--- config.mk ---
export PLATFORM = sky130hd
export DESIGN_NAME = bflp_lock_guard
export DESIGN_NICKNAME = d
export VERILOG_FILES = /design/src/logic/bflp_pkg.sv /design/src/logic/bflp_lock_guard.sv
export VERILOG_INCLUDE_DIRS = /design/src /design/src/logic
export SDC_FILE = /design/constraint.sdc
export NUM_CORES = 1
export LEC_CHECK = 0
export BUFFER_PORTS_ARGS = -buffer_cell sky130_fd_sc_hd__buf_2
export CAP_MARGIN = 40
export CORE_MARGIN = 2
export CORE_UTILIZATION = 30
export DETAILED_ROUTE_END_ITERATION = 12
export GPL_TIMING_DRIVEN = 0
export MAX_ROUTING_LAYER = met4
export SLEW_MARGIN = 20
export SYNTH_ARGS = -nofsm -noshare
export SYNTH_HDL_FRONTEND = slang
export SYNTH_SLANG_ARGS = --single-unit
--- constraint.sdc ---
create_clock -name clk -period 7.1 [get_ports clk]
set_input_delay 1.065 -clock clk [delete_from_list [all_inputs] [get_ports clk]]
set_output_delay 1.065 -clock clk [all_outputs]
set_load 0.02 [all_outputs]
--- src/logic/bflp_map.svh ---
// Constant map for the boot flash lock protection block
`ifndef BFLP_MAP_SVH
`define BFLP_MAP_SVH
`define BFLP_APP_RESET_WORD 17'h00000
`define BFLP_LOCK_UNPROG 2'h3
`define BFLP_LOCK_NOWRITE 2'h2
`define BFLP_LOCK_NOACCESS 2'h0
`define BFLP_LOCK_NOREAD 2'h1
`define BFLP_PTR_BITS 24
`define BFLP_PAGE_WORD_BITS 7
`define BFLP_FLASH_WORD_BITS 17
`endif

--- src/logic/bflp_pkg.sv ---
// Types for the boot flash lock protection block
package bflp_pkg;
  typedef enum logic [1:0] {BFLP_IDLE, BFLP_PROG} bflp_state_type;
  typedef enum logic [1:0] {BFLP_MODE1, BFLP_MODE2, BFLP_MODE3, BFLP_MODE4} bflp_mode_type;
endpackage

--- src/logic/bflp_lock_guard.sv ---
// Lock checking, reset vector, interrupt gating and address latch for flash self-programming
//
// Contract
// Lock bits set by software, cleared by chip erase
// Write lock mode 2 ignores store-program (not modelled: the code has no general lock bits)
// Read/write lock mode 1 ignores load/store-program (not modelled: the code has no general lock bits)
// App mode 1: no restriction
// App mode 2: block writes, allow reads
// App mode 3: block writes and boot reads
// App mode 4: block boot reads only
// App modes 3/4 gate interrupts in application
// Boot mode 1: no restriction
// Boot mode 2: block writes, allow reads
// Boot mode 3: block writes and application reads
// Boot mode 4: block application reads only
// Boot modes 3/4 gate interrupts in boot
// Boot code entered by jump or call
// Boot-reset fuse picks reset vector
// CPU cannot alter fuses
// Address from extension, high, low bytes
// Extension byte only above 64 Kbytes
// Word address splits into page and word
// Address latched when programming starts
// Erase and write use same page address
// Load-program selects byte with low bit
// Store-program works only from boot section
// Boot-size fuses set the section boundary
// Sections classified by PC and latched address (code classifies the target by ptrWord)
// Blocked accesses discarded, read data undefined
`timescale 1ns/1ps
`include "bflp_map.svh"
module bflp_lock_guard
  import bflp_pkg::*;
#(
  parameter int FLASH_WORD_BITS = `BFLP_FLASH_WORD_BITS,
  parameter int PAGE_WORD_BITS = `BFLP_PAGE_WORD_BITS,
  parameter int BOOT_SIZE_BITS = 2
) (
  // Clock and reset
  input wire logic clk,
  input wire logic nrst,
  // Fuses, sampled from the programming interface side
  input wire logic bootResetFuse,
  input wire logic [BOOT_SIZE_BITS-1:0] bootSizeFuses,
  input wire logic [FLASH_WORD_BITS-1:0] bootStartWord0,
  input wire logic [FLASH_WORD_BITS-1:0] bootStartWord1,
  input wire logic [FLASH_WORD_BITS-1:0] bootStartWord2,
  input wire logic [FLASH_WORD_BITS-1:0] bootStartWord3,
  // Lock bit programming
  input wire logic chipErase,
  input wire logic lockWriteStrobe,
  input wire logic [3:0] lockWriteData,
  // CPU state
  input wire logic [FLASH_WORD_BITS-1:0] programCounter,
  input wire logic vectorsInBoot,
  input wire logic irqRequest,
  // Pointer registers
  input wire logic [7:0] pointerExtensionByte,
  input wire logic [7:0] pointerHighByte,
  input wire logic [7:0] pointerLowByte,
  // Store and load requests
  input wire logic storeProgramStrobe,
  input wire logic progDone,
  input wire logic loadProgramStrobe,
  // Results
  output logic [3:0] lockBits,
  output logic [FLASH_WORD_BITS-1:0] resetVector,
  output logic irqGranted,
  output logic progStart,
  output logic progBusy,
  output logic [FLASH_WORD_BITS-PAGE_WORD_BITS-1:0] progPage,
  output logic [PAGE_WORD_BITS-1:0] progWord,
  output logic loadGranted,
  output logic loadBlocked,
  output logic [FLASH_WORD_BITS-1:0] loadWord,
  output logic loadHighByte,
  output logic storeBlocked
);
  // Elaboration checks: the pointer holds 24 bits, so at most 23 word bits
  initial begin
    if (FLASH_WORD_BITS < 8 || FLASH_WORD_BITS > 23) begin
      $error("bflp_lock_guard: FLASH_WORD_BITS out of range");
    end
    if (PAGE_WORD_BITS < 1 || PAGE_WORD_BITS >= FLASH_WORD_BITS) begin
      $error("bflp_lock_guard: PAGE_WORD_BITS out of range");
    end
    // The boundary select decodes exactly four boot sizes
    if (BOOT_SIZE_BITS != 2) begin
      $error("bflp_lock_guard: BOOT_SIZE_BITS must be 2");
    end
  end

  ////////////////////////////////////////////////////////////////////////////
  // Fuse sampling, two flip-flops since fuses sit outside this domain

  logic [FLASH_WORD_BITS-1:0] bootStart;
  logic [BOOT_SIZE_BITS-1:0] sizeMeta_r, sizeSync_r;
  logic rstMeta_r, rstSync_r;
  always_ff @(posedge clk or negedge nrst) begin
    if (!nrst) begin
      sizeMeta_r <= '0;
      sizeSync_r <= '0;
      rstMeta_r <= 1'b1;
      rstSync_r <= 1'b1;
    end else begin
      sizeMeta_r <= bootSizeFuses;
      sizeSync_r <= sizeMeta_r;
      rstMeta_r <= bootResetFuse;
      rstSync_r <= rstMeta_r;
    end
  end

  // Fuses are inputs only: nothing here can write them
  always_comb begin
    case (sizeSync_r)
      2'h0: bootStart = bootStartWord0;
      2'h1: bootStart = bootStartWord1;
      2'h2: bootStart = bootStartWord2;
      default: bootStart = bootStartWord3;
    endcase
  end

  ////////////////////////////////////////////////////////////////////////////
  // Lock bits: {app high, app low, boot high, boot low}, 1 = unprogrammed

  logic [3:0] lock_r, lock_nxt;
  // Erase wins over a lock write in the same cycle, so an erase is never lost
  always_comb begin
    lock_nxt = lock_r;
    if (chipErase) begin
      lock_nxt = 4'hf;
    end else if (lockWriteStrobe) begin
      lock_nxt = lock_r & lockWriteData;
    end
  end
  always_ff @(posedge clk or negedge nrst) begin
    if (!nrst) begin
      lock_r <= 4'hf;
    end else begin
      lock_r <= lock_nxt;
    end
  end

  ////////////////////////////////////////////////////////////////////////////
  // Access classification

  // Pointer byte address; extension used only beyond 64 Kbytes
  logic [`BFLP_PTR_BITS-1:0] pointer;
  logic [FLASH_WORD_BITS-1:0] ptrWord;
  logic execInBoot, targetInBoot;
  logic [1:0] appLock, bootLock;
  logic appNoWrite, appNoRead, bootNoWrite, bootNoRead;
  always_comb begin
    if (FLASH_WORD_BITS > 15) begin
      pointer = {pointerExtensionByte, pointerHighByte, pointerLowByte};
    end else begin
      pointer = {8'h00, pointerHighByte, pointerLowByte};
    end
    ptrWord = pointer[FLASH_WORD_BITS:1];
    execInBoot = programCounter >= bootStart;
    appLock = lock_r[3:2];
    bootLock = lock_r[1:0];
    // General lock bits do not enter these checks at all
    appNoWrite = !appLock[0];
    appNoRead = !appLock[1] && execInBoot;
    bootNoWrite = !bootLock[0];
    bootNoRead = !bootLock[1] && !execInBoot;
    targetInBoot = ptrWord >= bootStart;
  end

  ////////////////////////////////////////////////////////////////////////////
  // Store-program sequencing and address latch

  bflp_state_type state_r, state_nxt;
  logic [FLASH_WORD_BITS-1:0] latched_r, latched_nxt;
  logic start_nxt, sBlk_nxt, busy_nxt;
  // A store while busy is ignored; software waits for progBusy to fall
  always_comb begin
    state_nxt = state_r;
    latched_nxt = latched_r;
    start_nxt = 1'b0;
    sBlk_nxt = 1'b0;
    case (state_r)
      BFLP_IDLE: begin
        if (storeProgramStrobe && execInBoot) begin
          if ((targetInBoot && bootNoWrite) || (!targetInBoot && appNoWrite)) begin
            sBlk_nxt = 1'b1;
          end else begin
            latched_nxt = ptrWord;
            start_nxt = 1'b1;
            state_nxt = BFLP_PROG;
          end
        end
      end
      BFLP_PROG: begin
        if (progDone) begin
          state_nxt = BFLP_IDLE;
        end
      end
      default: state_nxt = BFLP_IDLE;
    endcase
    busy_nxt = state_nxt == BFLP_PROG;
  end
  always_ff @(posedge clk or negedge nrst) begin
    if (!nrst) begin
      state_r <= BFLP_IDLE;
      latched_r <= '0;
      progStart <= 1'b0;
      progBusy <= 1'b0;
      storeBlocked <= 1'b0;
    end else begin
      state_r <= state_nxt;
      latched_r <= latched_nxt;
      progStart <= start_nxt;
      progBusy <= busy_nxt;
      storeBlocked <= sBlk_nxt;
    end
  end
  // Page and word fields of the latched address
  assign progPage = latched_r[FLASH_WORD_BITS-1:PAGE_WORD_BITS];
  assign progWord = latched_r[PAGE_WORD_BITS-1:0];

  ////////////////////////////////////////////////////////////////////////////
  // Load-program check

  logic lGrant_nxt, lBlk_nxt, lHigh_nxt;
  logic [FLASH_WORD_BITS-1:0] lWord_nxt;
  always_comb begin
    lGrant_nxt = 1'b0;
    lBlk_nxt = 1'b0;
    // Address follows the pointer every cycle; it only means something with a grant
    lWord_nxt = ptrWord;
    lHigh_nxt = pointer[0];
    if (loadProgramStrobe) begin
      if ((targetInBoot && bootNoRead) || (!targetInBoot && appNoRead)) begin
        lBlk_nxt = 1'b1;
      end else begin
        lGrant_nxt = 1'b1;
      end
    end
  end
  always_ff @(posedge clk or negedge nrst) begin
    if (!nrst) begin
      loadGranted <= 1'b0;
      loadBlocked <= 1'b0;
      loadWord <= '0;
      loadHighByte <= 1'b0;
    end else begin
      loadGranted <= lGrant_nxt;
      loadBlocked <= lBlk_nxt;
      loadWord <= lWord_nxt;
      loadHighByte <= lHigh_nxt;
    end
  end

  ////////////////////////////////////////////////////////////////////////////
  // Reset vector, valid only once the fuse synchronisers have settled

  logic [FLASH_WORD_BITS-1:0] rstVec_nxt;
  always_comb begin
    if (rstSync_r) begin
      rstVec_nxt = FLASH_WORD_BITS'(`BFLP_APP_RESET_WORD);
    end else begin
      rstVec_nxt = bootStart;
    end
  end
  always_ff @(posedge clk or negedge nrst) begin
    if (!nrst) begin
      resetVector <= '0;
    end else begin
      resetVector <= rstVec_nxt;
    end
  end

  ////////////////////////////////////////////////////////////////////////////
  // Interrupt gating: code in a read-locked section does not take vectors from the other section

  logic appIrqOff, bootIrqOff, irq_nxt;
  always_comb begin
    appIrqOff = vectorsInBoot && !appLock[1] && !execInBoot;
    bootIrqOff = !vectorsInBoot && !bootLock[1] && execInBoot;
    irq_nxt = irqRequest && !appIrqOff && !bootIrqOff;
  end
  always_ff @(posedge clk or negedge nrst) begin
    if (!nrst) begin
      irqGranted <= 1'b0;
    end else begin
      irqGranted <= irq_nxt;
    end
  end

  assign lockBits = lock_r;
endmodule

# After elaboration in Yosys (flattened, before gate mapping)

Cells that the tools add are included.

Register bits: 70
Input port bits: 125
Output and inout port bits: 62
Logic and storage cells: 70

Magnitude comparators: 2
Eq/ne operators: 4
Mux-type cells: 18
Bitwise logic cells: 2
Reduce and logical (&&, ||, !) cells: 28

Operator list:

| operator                                       | number |
|---|---|
| case mux 17 bit (3 select lines)               | 1 |
| >= comparator 17 bit                           | 2 |
| 2-to-1 mux 17 bit                              | 1 |
| logical AND 1 bit                              | 13 |
| 2-to-1 mux 1 bit                               | 10 |
| logical NOT 1 bit                              | 9 |
| 2-to-1 mux 4 bit                               | 2 |
| == test 2 x 1 -> 1 bit (second input constant) | 3 |
| 2-to-1 mux 2 bit                               | 3 |
| bitwise AND 4 bit                              | 1 |
| logical NOT 2 bit                              | 2 |
| case mux 2 bit (2 select lines)                | 1 |
| AND reduction 3 bit                            | 1 |
| == test 2 bit (second input constant)          | 1 |
| logical OR 1 bit                               | 2 |
| nonzero test 2 bit                             | 1 |
| inverter 1 bit                                 | 1 |

# Depth between registers and ports, before layout

Gate-level depths: netlist of the first run.

Depth after elaboration: 10
Depth in mapped cells: 13
Gate-level depth less buffers: 10

# Worst setup path after synthesis of the first run

No wires, ideal clock.

Kind: input to register
From: in bootStartWord1[0]
To: reg latched_r[0]
Setup time: 0.125 ns
Arrival: 3.483 ns
Data required time: 6.975 ns
Path slack: 3.492 ns
Stages on the path: 10
Buffers on the path: 1
Path through: mux4_1 > ha_1 > nand2b_1 > a221o_1 > o311ai_2 > nand3_1 > mux2i_1 > nor3_4 > buf_6 > mux2_4

Word-level cells in the longest chain between the ends: 7
Elaborated cells between the ends (all ways): 10
Those cells by class: order compare (2); mux (1); bitwise (1); reduce/logical (6)

Ends and longest elaborated chain:

| element                                | RTL line               | RTL |
|---|---|---|
| start, declared                        | bflp_lock_guard.sv:46  | `input wire logic [FLASH_WORD_BITS-1:0] bootStartWord1,` |
| case mux 17 bit (3 select lines) *     | bflp_lock_guard.sv:115 | `case (sizeSync_r)` |
| >= comparator 17 bit                   | bflp_lock_guard.sv:168 | `targetInBoot = ptrWord >= bootStart;` |
| logical NOT 1 bit                      | bflp_lock_guard.sv:186 | `if ((targetInBoot && bootNoWrite) \|\| (!targetInBoot && appNoWrite)) begin` |
| logical AND 1 bit                      | bflp_lock_guard.sv:186 |  |
| logical OR 1 bit                       | bflp_lock_guard.sv:186 |  |
| inverter 1 bit (no source line)        | -                      |  |
| AND reduction 3 bit (no source line) * | -                      |  |
| end signal, assigned                   | bflp_lock_guard.sv:213 | `latched_r <= latched_nxt;` |
| end, declared                          | bflp_lock_guard.sv:175 | `logic [FLASH_WORD_BITS-1:0] latched_r, latched_nxt;` |

Every way passes the cells marked *; elsewhere a longest branch is shown, timed or not.
A chain may end at the register's enable or synchronous reset.

# Worst setup path in the final report of the first run

From: reg sizeSync_r[0]
To: reg latched_r[6]

Word-level cells in the longest chain between the ends: 8
Elaborated cells between the ends (all ways): 13
Those cells by class: order compare (2); eq/ne (2); mux (1); bitwise (1); reduce/logical (7)

Ends and longest elaborated chain:

| element                                | RTL line               | RTL |
|---|---|---|
| start, declared                        | bflp_lock_guard.sv:97  | `logic [BOOT_SIZE_BITS-1:0] sizeMeta_r, sizeSync_r;` |
| start signal, assigned                 | bflp_lock_guard.sv:107 | `sizeSync_r <= sizeMeta_r;` |
| == test 2 bit (tied with other cells)  | bflp_lock_guard.sv:115 |  |
| case mux 17 bit (3 select lines) *     | bflp_lock_guard.sv:115 |  |
| >= comparator 17 bit                   | bflp_lock_guard.sv:168 |  |
| logical NOT 1 bit                      | bflp_lock_guard.sv:186 |  |
| logical AND 1 bit                      | bflp_lock_guard.sv:186 |  |
| logical OR 1 bit                       | bflp_lock_guard.sv:186 |  |
| inverter 1 bit (no source line)        | -                      |  |
| AND reduction 3 bit (no source line) * | -                      |  |

Marks and branches as above.

==> results of run 1 <==
[registers in the layout, summed over array words and instances (netlist names), 2 cells and up]
name	flops
sizeMeta_r	2
sizeSync_r	2
resetVector	17
state_r	2
lockBits	4
loadWord	17
latched_r	17
[synth_stat cells, types with 2 or more instances]
cell type	n	share of area, %
a21o_1	9	1.9
a21oi_1	10	1.4
a221oi_1	2	0.50
buf_1	2	0.21
buf_6	3	0.96
clkbuf_1	2	0.21
dfrtp_1	64	46
dfstp_2	6	4.5
ha_1	32	11
inv_1	20	2.1
mux2_4	17	7.3
mux4_1	5	3.7
mux4_2	12	7.7
nand2_1	8	0.86
nand2b_1	6	1.1
nand3_1	5	0.71
nand4_1	5	0.89
nor2_1	21	2.2
nor2b_1	2	0.36
o21ai_0	4	0.57
[cells by family after synthesis]
| group | Yosys count | synth area share, % |
|---|---|---|
| other | 1 | 0.1069 |
| AND/OR/NAND/NOR | 53 | 7.633 |
| adder cells (fa/ha/maj) | 33 | 11.73 |
| AO/OA/AOI/OAI | 34 | 7.026 |
| multiplexers | 36 | 19.33 |
| buffers and inverters | 29 | 3.780 |
| XOR/XNOR | 1 | 0.2497 |
| flip-flops | 70 | 50.14 |
[metrics by stage]
step / std cells / cell area (um2) / hold WS, ns / setup slack (ns)
after floorplan: 257 / 3508 / 0.3312 / 3.492
after global placement: 580 / 4588 / 0.3326 / 2.443
after detailed placement: 582 / 4622 / 0.3362 / 2.717
after CTS: 597 / 4911 / 0.3488 / 2.703
after global routing: 598 / 4916 / 0.3572 / 2.512
final: 598 / 4916 / 0.3461 / 2.881
[worst max-delay path, stage by stage, from the launching register on]
cell and delay [ns]:
dfrtp_1 0.33, buf_6 0.15, buf_1 0.46, buf_6 0.22
mux4_2 0.50, inv_1 0.15, ha_1 0.19, nand4_1 0.19
a2111oi_0 0.55, o311ai_2 0.26, nand3_1 0.18, mux2i_1 0.35
nor3_4 0.07, buf_6 0.18, mux2_4 0.31
[report_power, final]
| group | internal, mW | leakage [nW] | switching, mW |
|---|---|---|---|
| Sequential | 0.463 | 0.846 | 0.0296 |
| Combinational | 0.176 | 1.60 | 0.199 |
| Clock | 0.277 | 0.148 | 0.160 |
[layout make-up]
cell class,instances,area [um2]
tap,143,178.9
buffer,8,53.80
clock inverter,5,50.05
multi-input combinational,158,1617
sequential,70,1759
fill,1106,6502
clock buffer,10,239.0
inverter,21,78.83
timing repair buffer,183,939.7
[cell usage in the layout, fill, tap and decap left out, drive strengths merged, types with 2 or more instances in the layout]
| cell type | synthesis | routed |
|---|---|---|
| o21ai | 4 | 4 |
| nand2b | 6 | 6 |
| nor2 | 21 | 21 |
| clkinv | 0 | 4 |
| clkbuf | 3 | 14 |
| nand3 | 5 | 5 |
| a221oi | 2 | 2 |
| mux2 | 18 | 18 |
| a21o | 9 | 9 |
| nand2 | 8 | 8 |
| a21oi | 11 | 11 |
| inv | 21 | 21 |
| nand4 | 5 | 5 |
| ha | 32 | 32 |
| dfstp | 6 | 6 |
| dfrtp | 64 | 64 |
| mux4 | 17 | 17 |
| nor2b | 2 | 2 |
| buf | 5 | 187 |
[how the worst max path moves through the flow]
stage,end,slack (ns),cells after the start
detailed placement,latched_r[6]$_DFFE_PN0P_,2.72,12
global route,latched_r[6]$_DFFE_PN0P_,2.51,14
CTS,latched_r[6]$_DFFE_PN0P_,2.70,13
global placement,latched_r[0]$_DFFE_PN0P_,2.44,13
finish,latched_r[6]$_DFFE_PN0P_,2.88,14
floorplan,latched_r[0]$_DFFE_PN0P_,3.49,10
[metal layers]
metal / track usage (%) / vias up / share of wire [%]
met5: - / - / 0
met4: 5.122 / 0 / 0.98
met3: 3.834 / 8 / 6.1
met2: 27.03 / 104 / 50
met1: 19.83 / 1353 / 43
li1: - / 1323 / -
==> summary.md, run 1 <==
| Metric | Value |
|---|---|
| Synth cell types | 42 |
| Post-Route Utilization | 43.05% |
| Max clock buf depth | 2 |
| Share of cells above drive strength 1 | 53.41% |
| Resized cells post-CTS | 0 |
| Worst skew pair latency | 0.32 ns |
| Hold path cells | 0 |
| Worst path required time | 7.31 ns |
| Syn Area/Cell | 13.65 um2 |
| Initial DRC Count | 85 |
| Crit Path Max Fanout | 10 |
| Max-Cap Viols | 0 |
| R2R depth | 14 |
| Warnings, synthesis | 0 |
| Min-delay src | sizeMeta_r[1]$_DFF_PN0_ |
| DRT Pass-1 Iters | 4 |
| Hold crit path type | reg2reg |
| Total congestion overflow | 0 |
| Largest net degree at the start of global routing | 37 |
| CTS tree | built |
| Setup violators final | 0 |
| Detailed-route wire length per cell | 16.14 um |
| Number of port buffers | 180 |
| Final GP Congestion | 0.7691 |
| Max Fclk | 237.0 MHz |
| Area Overhead vs Synth | 40.12% |
| First-pass GRT wire length | 15,280 um |
| DRC violations left | 0 |
| Fin Setup TNS | 0 ns |
| Initial core utilization | 30.73% |
| Synth Flop Type | dfrtp_1 |
| Mapped cell area | 0.003508 mm2 |
| #FFs+latches synth | 70 |
| Drt total wl | 9652 um |
| Max_slew headroom | 53.73% |
| Hold Path Sink | sizeSync_r[1]$_DFF_PN0_ |
| R2R Setup Slk | 2.88 ns |
| Minimum clock period | 4.219 ns |
| R2R Path End | latched_r[6]$_DFFE_PN0P_ |
| Status | finished clean |
| DIE HEIGHT | 112.1 um |
| Kind of critical path | reg2reg |
| Peak VDD IR | 0.1360 mV |
| Total leakage power | 2.593 nW |
| Crit end category | flop |
| Setup crit start kind | flop |
| Post-Syn Instances | 257 |
| Reg-to-Reg Start | sizeSync_r[0]$_DFF_PN0_ |
| Core area | 0.01142 mm2 |
| DP HPWL | 7863 um |
| Slew Viols, Final | 0 |
| Post-Syn Nets | 414 |
| Critical Path Source | sizeSync_r[0]$_DFF_PN0_ |
| Clk Tree Root Cell | clkbuf_16 |
| Routed via count | 2,788 |
| Post-route ant nets | 0 |
| Diodes inserted | 0 |
| H-tree levels | 3 |
| Die area | 0.01258 mm2 |
| Critical path data arrival time | 4.43 ns |
| PD cells | 265.4 mW/mm2 |
| Async SR Flop Fraction | 100.0% |
| Initial antenna violation count | 0 |
| Skew final | 0.003018 ns |
| Overall Power | 1.304 mW |
| Clock buffer count from CTS | 9 |
| Vias per std cell | 4.662 |
| Cell Rows | 39 |
| Worst-path clk slew | 0.05 ns |
| Sequential area share after synthesis | 50.14% |
| Global Route Usage Sum | 16.30% |
| Sink Count | 70 |
| RSZ-0062 raised after global routing | no |
| Hold Violations, Final | 0 |
| Post-CTS Hold Buffers | 0 |
| Post-synth EDFFs | 0 |
| Post CTS Setup Buffer Count | 0 |
| Die width | 112.1 um |
| Vias in the first global route | 2,983 |
| Final nets | 608 |
| Final critical-path share of the clock period | 59.43% |
| Slew at the pin with the worst max-slew slack | 0.6940 ns |
| Ports | 187 |
(Power assumes the default switching activity.)
==> run 2, diff against run 1 <==
Clock period 7.1 ns to 3.84 ns, I/O delays scaled along.
==> run 2 against run 1 <==
  * Via count decreased by 0.25%
  * Core utilization increased by 0.20 points
  * Flip-flop and latch count unchanged
  * Final area increased by 0.46%
  * Critical path depth decreased by 1
  * Combinational power increased by 86%
  * Sequential share of layout area decreased by 0.16 points
  * Largest cell class unchanged
  * Global-route usage decreased by 0.11 points
  * Count of clock-buffer cells in the layout unchanged
  * Clock skew decreased by 0.00052 ns
  * Maximum frequency increased by 18%
  * Worst hold slack got worse by 0.15 ns
==> summary.md, run 2 (synthesis results as in run 1) <==
| Metric | Value |
|---|---|
| Post-placement cell area | 0.004622 mm2 |
| CP bufs+invs | 4 |
| Final nets | 606 |
| Register Area | 0.001759 mm2 |
| Status | finished clean |
| Fillers | 1,106 |
| Kind of critical path | reg2reg |
| Final GP Congestion | 0.7691 |
| Crit Path Max Fanout | 13 |
| Final critical-path share of the clock period | 93.14% |
| Top cell by count, worst path | buf_6 |
| Global Route Usage Sum | 16.20% |
| Setup crit start kind | flop |
| Die area | 0.01258 mm2 |
| Critical path data arrival time | 3.78 ns |
| Commonest non-fill, non-tap cell in the layout | buf_2 |
| CTS tree | built |
| DRT Pass-1 Iters | 4 |
| Clock buffer count from CTS | 9 |
| Clk Tree Root Cell | clkbuf_16 |
| Worst-path clk slew | 0.05 ns |
| Biggest regs | latched_r: 17 flops, loadWord: 17 flops, resetVector: 17 flops |
| Area Overhead vs Synth | 40.76% |
| Peak VDD IR | 0.2514 mV |
| Vias in the first global route | 2,977 |
| Number of port buffers | 180 |
| DP HPWL | 7863 um |
| Crit-path cells | buf_6 > buf_6 > mux4_2 > inv_1 > ha_1 > nand4_1 > a2111oi_2 > o311ai_2 > nand3_1 > mux2i_1 > nor3_4 > buf_6 > mux2_4 |
| R2R Setup Slk | 0.26 ns |
| Hold crit path type | in2async |
| Max Fclk | 279.6 MHz |
| Drt total wl | 9585 um |
| Crit end category | flop |
| Hold slack final | 0.1994 ns |
| Post-route ant nets | 0 |
| Total leakage power | 2.601 nW |
| Routed via count | 2,781 |
| Area of the multi-input gates | 0.001644 mm2 |
| Initial DRC Count | 85 |
| DIE HEIGHT | 112.1 um |
| First-pass GRT wire length | 15,210 um |
| Post-Route Utilization | 43.25% |
| Hold Violations, Final | 0 |
| RSZ-0062 raised after global routing | no |
| Setup violators final | 0 |
| Minimum clock period | 3.577 ns |
| Crit-path slowest cell | mux4_2 |
| Diodes inserted | 0 |
| Detailed-route wire length per cell | 16.08 um |
| Share of cells above drive strength 1 | 54.30% |
| Most frequent cells in the layout | 179 x buf_2, 64 x dfrtp_1, 32 x ha_1 |
| Worst path required time | 4.05 ns |
| PD cells | 489.0 mW/mm2 |
| Crit-path leading delay family | multiplexers |
| Max clock buf depth | 2 |
| H-tree levels | 3 |
| Initial antenna violation count | 0 |
| Largest net degree at the start of global routing | 37 |
| Sink Count | 70 |
| CP max stage delay | 0.50 ns |
| Worst skew pair latency | 0.32 ns |
| Cell Rows | 39 |
| Total congestion overflow | 0 |
| Ports | 187 |
| Vias per std cell | 4.666 |
| DRC violations left | 0 |
| Post CTS Setup Buffer Count | 0 |
| Finished Cell Area | 0.004938 mm2 |
| Max-Cap Viols | 0 |
| Fin Setup TNS | 0 ns |
| Initial core utilization | 30.73% |
| Skew final | 0.002495 ns |
| Core area | 0.01142 mm2 |
| Slew Viols, Final | 0 |
| Die width | 112.1 um |
-- run 2: cell types whose count changed in the layout (fill, tap and decap cells not counted), sizes merged --
cell,previous run,this run
clkbuf,14,13
buf,187,186
-- run 2: routing by layer --
layer / wire [um] / global-route usage, % / up-vias / part of all wire [%]
met4: 119 / 5.122 / 0 / 1.2
met3: 592 / 3.834 / 9 / 6.2
li1: - / - / 1318 / -
met5: 0 / - / - / 0
met2: 4783 / 26.83 / 106 / 50
met1: 4088 / 19.69 / 1348 / 43
-- run 2: cell type report --
type	instances	share of cell area, %
well taps	143	3.623
clock buffers	10	4.839
flip-flops and latches	70	35.62
multi-input cells	158	33.29
inverters	21	1.596
plain buffers	7	1.089
clock inverters	5	1.013
repair buffers	182	18.93
-- run 2: worst paths after layout --
| kind | startpoint | cells past startpoint | endpoint |
|---|---|---|---|
| setup / recovery | sizeSync_r[0]$_DFF_PN0_ | 13 | latched_r[6]$_DFFE_PN0P_ |
| hold / removal | nrst | 1 | loadWord[8]$_DFF_PN0_ |
| setup reg to reg | sizeSync_r[0]$_DFF_PN0_ | 13 | latched_r[6]$_DFFE_PN0P_ |
| hold reg to reg | sizeMeta_r[1]$_DFF_PN0_ | 0 | sizeSync_r[1]$_DFF_PN0_ |
| max in group asynchronous | nrst | 2 | resetVector[15]$_DFF_PN0_ |
| min in group clk | sizeMeta_r[1]$_DFF_PN0_ | 0 | sizeSync_r[1]$_DFF_PN0_ |
-- run 2: timing repair --
action                                  CTS  global route
hold buffers                              0             0
gates resized for setup                   5             2
endpoints found under the setup margin   24            17
-- run 2: where the power goes --
group	switching (mW)	internal (mW)
sequential	0.0548	0.857
combinational	0.371	0.326
clock	0.295	0.512
-- run 2: worst reg2reg max path, stage by stage, from the launching register on --
cell,delay (ns)
dfrtp_1,0.33
buf_6,0.21
buf_6,0.18
mux4_2,0.50
inv_1,0.15
ha_1,0.19
nand4_1,0.21
a2111oi_2,0.40
o311ai_2,0.22
nand3_1,0.17
mux2i_1,0.34
nor3_4,0.07
buf_6,0.17
mux2_4,0.32
-- run 2: stage by stage --
stage | std cells | total power, mW | worst slack [ns]
after floorplan | 257 | 1.353 | 0.2393
after global placement | 580 | 1.608 | -0.8175
after detailed placement | 582 | 1.624 | -0.5284
after CTS | 596 | 2.449 | 0.06762
after global routing | 596 | 2.554 | 0.003344
final | 596 | 2.415 | 0.2635
